===== config.mk =====
export PLATFORM = sky130hd
export DESIGN_NAME = fast_timer
export DESIGN_NICKNAME = d
export VERILOG_FILES = /design/src/rtl/fast_timer_pkg.sv /design/src/rtl/fast_timer.sv
export VERILOG_INCLUDE_DIRS = /design/src /design/src/rtl
export SDC_FILE = /design/constraint.sdc
export NUM_CORES = 1
export LEC_CHECK = 0
export BUFFER_PORTS_ARGS = -buffer_cell sky130_fd_sc_hd__buf_2
export CORE_ASPECT_RATIO = 1.4
export CORE_UTILIZATION = 40
export CTS_BUF_LIST = sky130_fd_sc_hd__clkbuf_16
export CTS_CLUSTER_DIAMETER = 60
export DETAILED_ROUTE_END_ITERATION = 7
export GPL_TIMING_DRIVEN = 0
export RECOVER_POWER = 50
export REMOVE_ABC_BUFFERS = 1
export SLEW_MARGIN = 20
export SYNTH_ARGS = -nofsm -noshare
export SYNTH_HDL_FRONTEND = slang
export SYNTH_SLANG_ARGS = --single-unit

===== constraint.sdc =====
create_clock -name mclk -period 9.51 [get_ports mclk]
set_input_delay 2.853 -clock mclk [delete_from_list [all_inputs] [get_ports mclk]]
set_output_delay 2.853 -clock mclk [all_outputs]
set_load 0.01 [all_outputs]

===== src/rtl/fast_timer_defines.svh =====
// Offsets, field positions, reset values and timing counts of the fast timer
`ifndef FAST_TIMER_DEFINES_SVH
`define FAST_TIMER_DEFINES_SVH

// I/O offsets
`define FT_OFF_DEAD_TIME 6'h24
`define FT_OFF_HIGH_TEMP 6'h25
`define FT_OFF_CMP_D 6'h2a
`define FT_OFF_TOP 6'h2b
`define FT_OFF_CMP_B 6'h2c
`define FT_OFF_CMP_A 6'h2d
`define FT_OFF_COUNTER 6'h2e
`define FT_OFF_EVENT_FLAGS 6'h38
`define FT_OFF_IRQ_MASK 6'h39

// Bit positions in mask and flag registers
`define FT_BIT_MATCH_D 7
`define FT_BIT_MATCH_A 6
`define FT_BIT_MATCH_B 5
`define FT_BIT_WRAP 2

// Dead-time fields
`define FT_DT_HIGH_MSB 7
`define FT_DT_HIGH_LSB 4
`define FT_DT_LOW_MSB 3
`define FT_DT_LOW_LSB 0

// Reset values
`define FT_RST_DEAD_TIME 8'h00
`define FT_RST_IRQ_MASK 8'h00
`define FT_RST_CMP 8'h00
`define FT_RST_TOP 8'hff

// Smallest period value stored
`define FT_TOP_MIN 8'h03

// Counter write latency in clock cycles (1.5 rounds up to 2)
`define FT_LOAD_DELAY_SYNC 2
`define FT_LOAD_DELAY_ASYNC 1

`endif


===== src/rtl/fast_timer_pkg.sv =====
// Types shared by the fast timer
package fast_timer_pkg;

  typedef enum logic [2:0] {
    mode_normal = 3'b000,
    mode_fast_pwm = 3'b001,
    mode_phase_freq = 3'b010,
    mode_six_single = 3'b011,
    mode_six_dual = 3'b100
  } count_mode_e;

  typedef enum logic [0:0] {
    dir_up = 1'b0,
    dir_down = 1'b1
  } count_dir_e;

  // Compare slots: A, B, period (C), D
  typedef logic [1:0] cmp_slot_t;

endpackage


===== src/rtl/fast_timer.sv =====
// Fast 10-bit timer core: counter, compare registers, flags and dead-time value
`timescale 1ns/100ps
`default_nettype none
`include "fast_timer_defines.svh"

// What this block does
// RL1: Ten-bit up/down counter, software readable and writable
// RL2: Counter write lands after two or one cycles
// RL3: Counter write restarts counting upward
// RL4: Temp register holds high bits, upper zero
// RL5: Low byte alone gives plain 8-bit operation
// RL6: A, B, D match only while counting
// RL7: Software write into equality never matches
// RL8: Match sets flag one cycle later
// RL9: Period match clears counter in single-slope modes
// RL10: Period writes below three store three
// RL11: Mask at 0x39: D7 A6 B5 wrap2
// RL12: Flags: D7 A6 B5 wrap2
// RL13: Flag cleared by vector or write-one
// RL14: Request needs global, enable and flag
// RL15: Single-slope modes flag wrap at top
// RL16: Dual-slope modes flag wrap at bottom
// RL17: Dead-time at 0x24, high 7:4, low 3:0
// RL18: Dead-time fields serve every channel
// RL19: PWM enables and mode bits pick mode
// RL20: Dead-time field counts zero to fifteen ticks
// RL21: Software writes temp first, then low byte
// RL22: Dual-slope counts up to period, down
module fast_timer #(
  parameter int CNT_W = 10
) (
  // Clock and reset
  input wire logic mclk,
  input wire logic arst_n,
  // I/O register port
  input wire logic [5:0] io_addr,
  input wire logic io_wr,
  input wire logic io_rd,
  input wire logic [7:0] io_wdata,
  output logic [7:0] io_rdata,
  // Mode and clocking controls
  input wire logic channel_pwm_enables,
  input wire logic [1:0] waveform_mode_select,
  input wire logic async_clock_mode,
  input wire logic count_tick,
  // Interrupt handshake
  input wire logic global_irq_enable,
  input wire logic ack_match_a,
  input wire logic ack_match_b,
  input wire logic ack_match_d,
  input wire logic ack_wrap,
  output logic irq_match_a,
  output logic irq_match_b,
  output logic irq_match_d,
  output logic irq_wrap,
  // Counter state and dead-time fields
  output logic [CNT_W-1:0] counter_out,
  output logic count_down,
  output logic [3:0] dead_time_high_field,
  output logic [3:0] dead_time_low_field
);

  localparam int HI_W = CNT_W - 8;

  initial begin
    if (CNT_W < 9 || CNT_W > 16) begin
      $error("fast_timer: CNT_W must lie between 9 and 16");
    end
  end

  // ==========================================================
  // Helpers
  // Internal event order is {D, A, B, wrap}
  function automatic logic [7:0] to_byte(input logic [3:0] v);
    logic [7:0] b;
    b = 8'h00;
    b[`FT_BIT_MATCH_D] = v[3];
    b[`FT_BIT_MATCH_A] = v[2];
    b[`FT_BIT_MATCH_B] = v[1];
    b[`FT_BIT_WRAP] = v[0];
    return b;
  endfunction

  function automatic logic [3:0] from_byte(input logic [7:0] b);
    return {b[`FT_BIT_MATCH_D], b[`FT_BIT_MATCH_A], b[`FT_BIT_MATCH_B], b[`FT_BIT_WRAP]};
  endfunction

  function automatic logic [CNT_W-1:0] widen(input logic [HI_W-1:0] hi, input logic [7:0] lo);
    return {hi, lo};
  endfunction

  // ==========================================================
  // Register state
  logic [HI_W-1:0] high_temp_r;
  logic [7:0] dead_time_r;
  logic [3:0] irq_mask_r;
  logic [3:0] flags_r;
  logic [3:0] flags_nxt;
  logic [3:0] clr_pend_r;
  logic [3:0] match_r;
  logic [CNT_W-1:0] cmp_buf_r [4];
  logic [CNT_W-1:0] cmp_act_r [4];
  logic [CNT_W-1:0] cnt_r;
  logic [CNT_W-1:0] cnt_nxt;
  fast_timer_pkg::count_dir_e dir_r;
  fast_timer_pkg::count_dir_e dir_nxt;
  fast_timer_pkg::count_mode_e mode;
  logic [7:0] rdata_r;
  logic [3:0] irq_r;

  // Counter load pipeline
  logic ld1_v_r;
  logic ld1_async_r;
  logic [CNT_W-1:0] ld1_d_r;
  logic ld2_v_r;
  logic [CNT_W-1:0] ld2_d_r;
  logic load_now;
  logic [CNT_W-1:0] load_val;

  // Step control
  logic step;
  logic dual;
  logic wrap_evt;
  logic top_evt;
  logic bottom_evt;
  logic cmp_update;
  logic [CNT_W-1:0] top;
  logic [CNT_W-1:0] wr_val;
  logic [CNT_W-1:0] top_wr_val;

  // ==========================================================
  // Mode decode
  always_comb begin
    if (!channel_pwm_enables) begin
      mode = fast_timer_pkg::mode_normal; // [RL19]
    end else begin
      case (waveform_mode_select)
        2'b00: mode = fast_timer_pkg::mode_fast_pwm;
        2'b01: mode = fast_timer_pkg::mode_phase_freq;
        2'b10: mode = fast_timer_pkg::mode_six_single;
        default: mode = fast_timer_pkg::mode_six_dual;
      endcase
    end
  end

  assign dual = (mode == fast_timer_pkg::mode_phase_freq) ||
                (mode == fast_timer_pkg::mode_six_dual);
  assign top = cmp_act_r[2];
  assign wr_val = widen(high_temp_r, io_wdata); // [RL21]
  assign top_wr_val = (wr_val < CNT_W'(`FT_TOP_MIN)) ? CNT_W'(`FT_TOP_MIN) : wr_val; // [RL10]

  // ==========================================================
  // Counter write pipeline
  always_ff @(posedge mclk or negedge arst_n) begin
    if (!arst_n) begin
      ld1_v_r <= 1'b0;
      ld1_async_r <= 1'b0;
      ld1_d_r <= '0;
      ld2_v_r <= 1'b0;
      ld2_d_r <= '0;
    end else begin
      ld1_v_r <= io_wr && (io_addr == `FT_OFF_COUNTER);
      ld1_async_r <= async_clock_mode;
      ld1_d_r <= wr_val;
      ld2_v_r <= ld1_v_r && !ld1_async_r; // [RL2]
      ld2_d_r <= ld1_d_r;
    end
  end

  assign load_now = (ld1_v_r && ld1_async_r) || ld2_v_r; // [RL2]
  assign load_val = ld2_v_r ? ld2_d_r : ld1_d_r;
  assign step = count_tick && !load_now; // [RL6] [RL7]

  // ==========================================================
  // Counting sequence
  always_comb begin
    cnt_nxt = cnt_r;
    dir_nxt = dir_r;
    top_evt = 1'b0;
    bottom_evt = 1'b0;
    if (load_now) begin
      cnt_nxt = load_val; // [RL1]
      dir_nxt = fast_timer_pkg::dir_up; // [RL3]
    end else if (step) begin
      if (!dual) begin
        if (cnt_r == top) begin
          cnt_nxt = '0; // [RL9]
          top_evt = 1'b1;
        end else begin
          cnt_nxt = cnt_r + CNT_W'(1);
        end
      end else if (dir_r == fast_timer_pkg::dir_up) begin
        if (cnt_r >= top) begin
          cnt_nxt = cnt_r - CNT_W'(1); // [RL22]
          dir_nxt = fast_timer_pkg::dir_down;
        end else begin
          cnt_nxt = cnt_r + CNT_W'(1);
        end
      end else begin
        cnt_nxt = cnt_r - CNT_W'(1); // [RL22]
        if (cnt_r == CNT_W'(1)) begin
          bottom_evt = 1'b1;
          dir_nxt = fast_timer_pkg::dir_up;
        end
      end
    end
  end

  assign wrap_evt = dual ? bottom_evt : top_evt; // [RL15] [RL16]

  always_ff @(posedge mclk or negedge arst_n) begin
    if (!arst_n) begin
      cnt_r <= '0;
      dir_r <= fast_timer_pkg::dir_up;
    end else begin
      cnt_r <= cnt_nxt;
      dir_r <= dir_nxt;
    end
  end

  // ==========================================================
  // Compare registers: buffered, applied per mode
  always_comb begin
    case (mode)
      fast_timer_pkg::mode_normal: cmp_update = 1'b1;
      fast_timer_pkg::mode_fast_pwm: cmp_update = top_evt;
      fast_timer_pkg::mode_six_single: cmp_update = top_evt;
      default: cmp_update = bottom_evt;
    endcase
  end

  always_ff @(posedge mclk or negedge arst_n) begin
    if (!arst_n) begin
      for (int i = 0; i < 4; i++) begin
        cmp_buf_r[i] <= (i == 2) ? CNT_W'(`FT_RST_TOP) : CNT_W'(`FT_RST_CMP);
      end
    end else if (io_wr) begin
      if (io_addr == `FT_OFF_CMP_A) begin
        cmp_buf_r[0] <= wr_val; // [RL5]
      end else if (io_addr == `FT_OFF_CMP_B) begin
        cmp_buf_r[1] <= wr_val;
      end else if (io_addr == `FT_OFF_TOP) begin
        cmp_buf_r[2] <= top_wr_val; // [RL10]
      end else if (io_addr == `FT_OFF_CMP_D) begin
        cmp_buf_r[3] <= wr_val;
      end
    end
  end

  always_ff @(posedge mclk or negedge arst_n) begin
    if (!arst_n) begin
      for (int i = 0; i < 4; i++) begin
        cmp_act_r[i] <= (i == 2) ? CNT_W'(`FT_RST_TOP) : CNT_W'(`FT_RST_CMP);
      end
    end else if (cmp_update) begin
      for (int i = 0; i < 4; i++) begin
        cmp_act_r[i] <= cmp_buf_r[i];
      end
    end
  end

  // ==========================================================
  // Match detection, only on counting steps
  always_ff @(posedge mclk or negedge arst_n) begin
    if (!arst_n) begin
      match_r <= 4'h0;
    end else begin
      match_r[3] <= step && (cnt_nxt == cmp_act_r[3]); // [RL6] [RL7]
      match_r[2] <= step && (cnt_nxt == cmp_act_r[0]);
      match_r[1] <= step && (cnt_nxt == cmp_act_r[1]);
      match_r[0] <= wrap_evt;
    end
  end

  // ==========================================================
  // Event flags: set wins over any clear
  always_ff @(posedge mclk or negedge arst_n) begin
    if (!arst_n) begin
      clr_pend_r <= 4'h0;
    end else if (io_wr && (io_addr == `FT_OFF_EVENT_FLAGS)) begin
      clr_pend_r <= from_byte(io_wdata); // [RL13]
    end else begin
      clr_pend_r <= 4'h0;
    end
  end

  always_comb begin
    flags_nxt = flags_r & ~clr_pend_r; // [RL13]
    flags_nxt = flags_nxt & ~{ack_match_d, ack_match_a, ack_match_b, ack_wrap}; // [RL13]
    flags_nxt = flags_nxt | match_r; // [RL8] [RL12]
  end

  always_ff @(posedge mclk or negedge arst_n) begin
    if (!arst_n) begin
      flags_r <= 4'h0;
    end else begin
      flags_r <= flags_nxt;
    end
  end

  always_ff @(posedge mclk or negedge arst_n) begin
    if (!arst_n) begin
      irq_r <= 4'h0;
    end else begin
      irq_r <= {4{global_irq_enable}} & irq_mask_r & flags_r; // [RL14]
    end
  end

  // ==========================================================
  // Mask, dead-time and temp registers
  always_ff @(posedge mclk or negedge arst_n) begin
    if (!arst_n) begin
      irq_mask_r <= from_byte(`FT_RST_IRQ_MASK);
    end else if (io_wr && (io_addr == `FT_OFF_IRQ_MASK)) begin
      irq_mask_r <= from_byte(io_wdata); // [RL11]
    end
  end

  always_ff @(posedge mclk or negedge arst_n) begin
    if (!arst_n) begin
      dead_time_r <= `FT_RST_DEAD_TIME;
    end else if (io_wr && (io_addr == `FT_OFF_DEAD_TIME)) begin
      dead_time_r <= io_wdata; // [RL17] [RL20]
    end
  end

  always_ff @(posedge mclk or negedge arst_n) begin
    if (!arst_n) begin
      high_temp_r <= '0;
    end else if (io_wr && (io_addr == `FT_OFF_HIGH_TEMP)) begin
      high_temp_r <= io_wdata[HI_W-1:0]; // [RL4]
    end else if (io_rd) begin
      if (io_addr == `FT_OFF_COUNTER) begin
        high_temp_r <= cnt_r[CNT_W-1:8]; // [RL21]
      end else if (io_addr == `FT_OFF_CMP_A) begin
        high_temp_r <= cmp_buf_r[0][CNT_W-1:8];
      end else if (io_addr == `FT_OFF_CMP_B) begin
        high_temp_r <= cmp_buf_r[1][CNT_W-1:8];
      end else if (io_addr == `FT_OFF_TOP) begin
        high_temp_r <= cmp_buf_r[2][CNT_W-1:8];
      end else if (io_addr == `FT_OFF_CMP_D) begin
        high_temp_r <= cmp_buf_r[3][CNT_W-1:8];
      end
    end
  end

  // ==========================================================
  // Read data, one cycle after the strobe
  always_ff @(posedge mclk or negedge arst_n) begin
    if (!arst_n) begin
      rdata_r <= 8'h00;
    end else if (io_rd) begin
      if (io_addr == `FT_OFF_COUNTER) begin
        rdata_r <= cnt_r[7:0]; // [RL1] [RL5]
      end else if (io_addr == `FT_OFF_HIGH_TEMP) begin
        rdata_r <= 8'(high_temp_r); // [RL4]
      end else if (io_addr == `FT_OFF_CMP_A) begin
        rdata_r <= cmp_buf_r[0][7:0];
      end else if (io_addr == `FT_OFF_CMP_B) begin
        rdata_r <= cmp_buf_r[1][7:0];
      end else if (io_addr == `FT_OFF_TOP) begin
        rdata_r <= cmp_buf_r[2][7:0];
      end else if (io_addr == `FT_OFF_CMP_D) begin
        rdata_r <= cmp_buf_r[3][7:0];
      end else if (io_addr == `FT_OFF_IRQ_MASK) begin
        rdata_r <= to_byte(irq_mask_r); // [RL11]
      end else if (io_addr == `FT_OFF_EVENT_FLAGS) begin
        rdata_r <= to_byte(flags_r); // [RL12]
      end else if (io_addr == `FT_OFF_DEAD_TIME) begin
        rdata_r <= dead_time_r;
      end else begin
        rdata_r <= 8'h00;
      end
    end
  end

  // ==========================================================
  // Outputs
  assign io_rdata = rdata_r;
  assign irq_match_d = irq_r[3];
  assign irq_match_a = irq_r[2];
  assign irq_match_b = irq_r[1];
  assign irq_wrap = irq_r[0];
  assign counter_out = cnt_r;
  assign count_down = (dir_r == fast_timer_pkg::dir_down);
  // One pair of fields drives every channel's dead-time generator
  assign dead_time_high_field = dead_time_r[`FT_DT_HIGH_MSB:`FT_DT_HIGH_LSB]; // [RL18]
  assign dead_time_low_field = dead_time_r[`FT_DT_LOW_MSB:`FT_DT_LOW_LSB]; // [RL18]

endmodule // fast_timer

`default_nettype wire


==> run_results.csv, run 1 <==
group,metric,value,unit
run_status,status,"finished, violations left",
run_status,violations,"max-capacitance violations, max-slew violations",
sta,post-route-min-period,5.83,ns
clock_tree,htree_levels,4,
synthesis,synth_xor_area_share,2.14,%
worst_hold_path,hp-class,"flop to flop",
synthesis,synth_top_family_by_area,"multiplexers",
worst_hold_path,hp-start,"ld1_d_r[3]$_DFF_PN0_",
sta,finalCritPeriodShare,61.3,%
synthesis,synth_fa_ha_area_share,2.58,%
placement,hpwl,16200,um
synthesis,synth_compound_area_share,13.2,%
die,die_y,167,um
clock_tree,cts_tree,"built",
layout,final_layout_size_suffix_gt1_share,28.8,%
route,wirelength,22000,um
worst_setup_path,crit_arrival,6.11,ns
synthesis,syn_area,7760,um2
layout,regArea,3820,um2
clock_tree,cts_buffer_depth,2,
worst_setup_path,worstSetupStartpoint,"waveform_mode_select[0]",
die,die_area,20000,um2
synthesis,yosysWarnings,0,
clock_tree,postCtsHoldBufs,0,
die,rows,59,
placement,portBuffers,58,
worst_setup_path,crit_path_start_kind,"primary input",
route,first_pass_iters,5,
route,vias,5999,
power_and_ir_drop,leakage,4.08,nW
global_routing,antenna_found_initial,0,
global_routing,grtUsageTotal,23.1,%
sta,relSlewSlack,-141,%
sta,slew_viol_final,66,
die,die_x,120,um
clock_tree,cts_setup_buffers,0,
clock_tree,clock-sinks,152,
route,post_drt_via_cell_ratio,5.93,
sta,rsz0062_at_grt,"no",
synthesis,ys_ff_latch,152,
layout,final_util,47.3,%
power_and_ir_drop,vdd_drop_max,0.118,mV
global_routing,grt_pass1_wl,34800,um
route,routedWlPerCell,21.8,um
synthesis,synth_top_cell_area_share,43.9,%
die,coreArea,18800,um2
clock_tree,cts-root-buf,"clkbuf_16",
synthesis,yosysTopAreaCell,"dfrtp_1",
synthesis,synth_edf_count,0,
route,drt_iter0_markers,461,
die,initial_core_util,41.2,%
synthesis,avgSynthCellArea,11.0,um2
worst_setup_path,crit_type,"primary input to flop",
route,drtAntennaViolNets,0,
clock_tree,cts_resized,0,
synthesis,ys_top_cells_by_area,"dfrtp_1 44%, mux2_2 14%, dfstp_2 5.4%",
die,ios,59,
sta,tightest_slew,3.61,ns
power_and_ir_drop,p_per_area,239,nW/um2
sta,timing.setup.tns,0,ns
global_routing,gr-total-overflow,0,
synthesis,synth-async-reset-ratio,100,%
synthesis,ys_seq_area_share,49.3,%
global_routing,grt_start_max_net_pins,88,
flow_run,maxCapViolCount,1,
worst_setup_path,cp_max_fo,13,
synthesis,postSynthCellCount,706,
route,drc_errors,0,
synthesis,synthSimpleGateAreaFrac,13.5,%
layout,fin_nets,799,
synthesis,synthMuxAreaShare,16.3,%
clock_tree,worst_skew_pair.late_latency,0.42,ns
global_routing,grt_pass1_vias,6024,
worst_setup_path,critical_path_required,9.79,ns
sta,setup-violations-final,0,
layout,multi_input_area,3730,um2
sta,hold_viol,0,
layout,num_antenna_cells,0,
clock_tree,cts_inserted_buffers,17,
clock_tree,path_clk_slew,0.06,ns
layout,fillers,1768,
sta,fin_skew,0.0101,ns
synthesis,synth_cell_types,74,
worst_setup_path,end_kind,"flop",
worst_setup_path,rr_startpoint,"counter_out[0]$_DFF_PN0_",
placement,globalplace.congestion,0.922,
sta,timing.fmax,0.171,GHz
layout,syn2layout_area_growth,14.8,%
synthesis,synth-main-ff-cell,"dfrtp_1",
-- final cells by class --
type                    count  area share, %
multi-input cells         500           41.9
clock buffers              17           4.78
clock inverters            15           2.25
flip-flops and latches    152           42.9
repair buffers             61           3.74
well taps                 244           3.43
inverters                  23          0.969
-- cell usage in the layout, fill, tap and decap left out, types with 6 or more instances in the layout --
cell type,Yosys,layout
dfrtp_1,136,136
mux2_2,96,96
nor2_1,60,59
nand2_1,51,51
buf_2,1,48
a21oi_1,31,31
o21ai_0,30,30
inv_1,23,25
nand3_1,17,17
mux2i_1,17,17
clkbuf_16,0,17
ha_1,16,16
dfstp_2,16,16
xor2_1,14,14
and3_1,13,13
nor3_1,11,10
a22oi_1,10,10
clkbuf_1,22,10
a21o_1,8,8
nand2b_1,7,7
or3_1,7,7
and2_1,6,6
nor4_1,7,6
a211oi_1,6,6
-- sequential cells by signal, indices dropped and copies added, names as in the netlist --
name and flops:
irq_r 4, ld2_v_r 1, top 10, cmp_buf_r 40
high_temp_r 2, irq_mask_r 4, ld1_async_r 1, ld1_d_r 10
dead_time_r 8, io_rdata 8, match_r 4, cmp_act_r 30
clr_pend_r 4, count_down 1, flags_r 4, ld2_d_r 10
ld1_v_r 1, counter_out 10
-- critical path, cell delays in order --
cell,delay [ns]
buf_2,0.09
inv_1,0.05
ha_1,0.31
xor2_1,0.18
nand2_1,0.36
nor2_1,0.33
a31oi_4,0.12
a22o_2,0.32
a21oi_1,0.46
xor2_1,0.17
or4_4,0.47
nor4_2,0.38
-- path summary, 6_finish.rpt --
check	depth (start not counted)	slack (ns)	end
setup / recovery	12	3.68	match_r[1]$_DFF_PN0_
hold / removal	0	0.37	ld2_d_r[3]$_DFF_PN0_
setup reg to reg	11	5.42	match_r[3]$_DFF_PN0_
hold reg to reg	0	0.37	ld2_d_r[3]$_DFF_PN0_
max in group asynchronous	1	3.82	cmp_buf_r[26]$_DFFE_PN0P_
min in group asynchronous	1	3.67	io_rdata[0]$_DFFE_PN0P_
-- synthesized netlist by cell type, drive strengths merged (8+ instances only) --
cell and count:
a211oi 8, ha 16, a21o 8, nand3 17, nor2 61, inv 23, dfrtp 136, and3 14
nor3 11, nand2 51, o21ai 31, dfstp 16, mux2i 17, a21oi 31, clkbuf 25, mux2 97
a22oi 10, xor2 14, nor4 10
-- stage by stage --
step	hold WS [ns]	total power, mW	cell area (um2)	setup WS [ns]	cells
after global placement	0.353	1.39	8220	1.88	977
final	0.373	2.13	8910	3.68	1012
after CTS	0.373	2.13	8930	3.76	1012
after detailed placement	0.358	1.41	8300	3.33	980
after floorplan	0.347	1.20	7620	3.36	675
after global routing	0.384	2.23	8910	3.06	1012
-- routing by layer --
layer / vias up / GRT usage [%] / part of all wire [%]
met5: - / 0 / 0
met4: 0 / 10.9 / 3.3
met3: 38 / 2.81 / 3.5
met2: 179 / 39.3 / 51
met1: 3100 / 29.1 / 42
li1: 2682 / - / -
-- logic make-up (layout without fill, tap and decap cells) --
logic type                 after synthesis  after routing
and+or+nand+nor                        209            209
AOI/OAI and AO/OA                      142            142
buffers and inverters                   54            116
xor gates and xnor gates                19             19
muxes                                  114            114
DFF                                    152            152
adders and majority gates               16             16
-- where the power goes --
group	internal, mW	total [mW]	switching (mW)	leakage, nW
registers	0.738	0.874	0.136	1.93
logic	0.234	0.536	0.302	1.84
clock network	0.441	0.715	0.274	0.313
Power figures use the tool's default switching activity.
==> run 2: changes to the inputs <==
clock period = 5.7 ns   (was 9.51 ns; I/O delays follow)
==> run_results.csv, run 2 (synthesis gave the netlist of run 1 again) <==
group,metric,value,unit
clock_tree,cts_buffer_depth,2,
worst_hold_path,hp-start,"ld1_d_r[3]$_DFF_PN0_",
power_and_ir_drop,switching_share,33.5,%
layout,fillers,1768,
power_and_ir_drop,p_sw,1.19,mW
worst_setup_path,ff2ff_path_depth,11,
layout,layout_common_cells,"136 x dfrtp_1, 96 x mux2_2, 59 x nor2_1, 51 x nand2_1, 48 x buf_2",
route,drt_iter0_markers,454,
sta,post-route-min-period,4.69,ns
global_routing,antenna_found_initial,0,
power_and_ir_drop,p_per_area,398,nW/um2
power_and_ir_drop,leakage,4.08,nW
die,die_y,167,um
layout,num_antenna_cells,0,
clock_tree,worst_skew_pair.late_latency,0.42,ns
power_and_ir_drop,seqPwrFrac,41.2,%
die,initial_core_util,41.2,%
sta,tightest_slew,2.14,ns
global_routing,grt_pass1_wl,34800,um
layout,final_layout_size_suffix_gt1_share,28.9,%
power_and_ir_drop,clock_power_share,33.6,%
route,drtAntennaViolNets,0,
power_and_ir_drop,p_total,3.55,mW
clock_tree,cts_inserted_buffers,17,
placement,hpwl,16200,um
run_status,status,"finished, violations left",
layout,fin_nets,799,
worst_setup_path,cp_max_fo,13,
clock_tree,cts_setup_buffers,0,
global_routing,grt_pass1_vias,6024,
sta,fin_skew,0.0113,ns
worst_setup_path,crit_type,"primary input to flop",
placement,post-place-ws,0.663,ns
die,die_x,120,um
power_and_ir_drop,cell_internal_pwr,2.36,mW
sta,hold_viol,0,
sta,worst_slack,1.01,ns
sta,relSlewSlack,-42.8,%
global_routing,busiest_layer,"met2",
clock_tree,clock-sinks,152,
clock_tree,cts_tree,"built",
layout,fin_cells,1012,
clock_tree,path_clk_slew,0.06,ns
die,ios,59,
flow_run,maxCapViolCount,1,
global_routing,gr-total-overflow,0,
placement,portBuffers,58,
sta,rsz0062_at_grt,"no",
die,rows,59,
worst_setup_path,crit_path_start_kind,"primary input",
route,first_pass_iters,7,
power_and_ir_drop,comb_power_share,25.2,%
layout,reg_top3,"cmp_buf_r x40, cmp_act_r x30",
route,routedWlPerCell,21.8,um
global_routing,use_met2,39.3,%
worst_setup_path,crit_arrival,4.97,ns
route,vias,5995,
global_routing,grtUsageTotal,23.1,%
route,post_drt_via_cell_ratio,5.92,
worst_setup_path,rr_startpoint,"counter_out[0]$_DFF_PN0_",
route,wirelength,22100,um
clock_tree,cts-root-buf,"clkbuf_16",
worst_setup_path,worstSetupStartpoint,"waveform_mode_select[0]",
worst_setup_path,end_kind,"flop",
clock_tree,cts_resized,0,
layout,syn2layout_area_growth,14.7,%
die,die_area,20000,um2
sta,timing.setup.tns,0,ns
worst_hold_path,hold_path_depth,0,
sta,whs,0.373,ns
layout,largest_register,"cmp_buf_r",
placement,globalplace.congestion,0.922,
global_routing,grt_start_max_net_pins,88,
die,coreArea,18800,um2
global_routing,grtUsageMet3,2.81,%
sta,setup-violations-final,0,
layout,final_util,47.3,%
clock_tree,postCtsHoldBufs,0,
power_and_ir_drop,vdd_drop_max,0.198,mV
global_routing,gr-usage-met1,29.1,%
layout,largest_register_ffs,40,
sta,slew_viol_final,88,
placement,placedCellCount,980,
worst_hold_path,hp-class,"flop to flop",
worst_setup_path,critical_path_required,5.98,ns
layout,final_design_area_no_fill,8900,um2
route,drc_errors,0,
layout,final_common_cell,"dfrtp_1",
sta,finalCritPeriodShare,82.4,%
run_status,violations,"max-capacitance violations, max-slew violations",
sta,timing.fmax,0.213,GHz
placement,dpl_cell_area,8300,um2
clock_tree,htree_levels,4,
==> run 2: cell types whose count changed in the layout (fill, tap and decap cells not counted) <==
cell      before  now
buf_16         1    0
buf_8          0    1
clkbuf_2       0    1
clkbuf_1      10    9
==> run 2: final timing paths <==
check | endpoint | slack (ns)
worst max-delay path | match_r[1]$_DFF_PN0_ | 1.01
worst min-delay path | ld2_d_r[3]$_DFF_PN0_ | 0.37
worst max register to register | match_r[3]$_DFF_PN0_ | 1.61
worst min register to register | ld2_d_r[3]$_DFF_PN0_ | 0.37
max in group asynchronous | counter_out[6]$_DFF_PN0_ | 2.01
min in group asynchronous | io_rdata[0]$_DFFE_PN0P_ | 1.23
==> run 2: layout make-up <==
type / count / area, um2 / share of cell area (%)
Timing Repair Buffer: 61 / 322 / 3.61
Inverter: 23 / 86.3 / 0.970
Clock buffer: 17 / 425 / 4.78
Multi-Input combinational cell: 500 / 3730 / 42.0
Sequential cell: 152 / 3820 / 43.0
Tap cell: 244 / 305 / 3.43
Clock inverter: 15 / 200 / 2.25
==> run 2: power groups by stage <==
| stage | Combinational [mW] | Clock [mW] | Sequential, mW |
|---|---|---|---|
| after global routing | 0.981 | 1.26 | 1.48 |
| after detailed placement | 0.886 | 0 | 1.47 |
| after global placement | 0.859 | 0 | 1.47 |
| after floorplan | 0.606 | 0 | 1.40 |
| final | 0.893 | 1.19 | 1.46 |
| after CTS | 0.891 | 1.22 | 1.45 |
==> run 2: worst max-delay path: stages <==
cell	delay, ns
buf_2	0.09
inv_1	0.05
ha_1	0.31
xor2_1	0.18
nand2_1	0.36
nor2_1	0.33
a31oi_4	0.12
a22o_2	0.32
a21oi_1	0.46
xor2_1	0.17
or4_4	0.47
nor4_2	0.38
==> run 2: layer usage <==
layer	up-vias	part of all wire, %
met2	184	51
li1	2683	-
met3	36	3.5
met5	-	0
met4	0	3.2
met1	3092	42
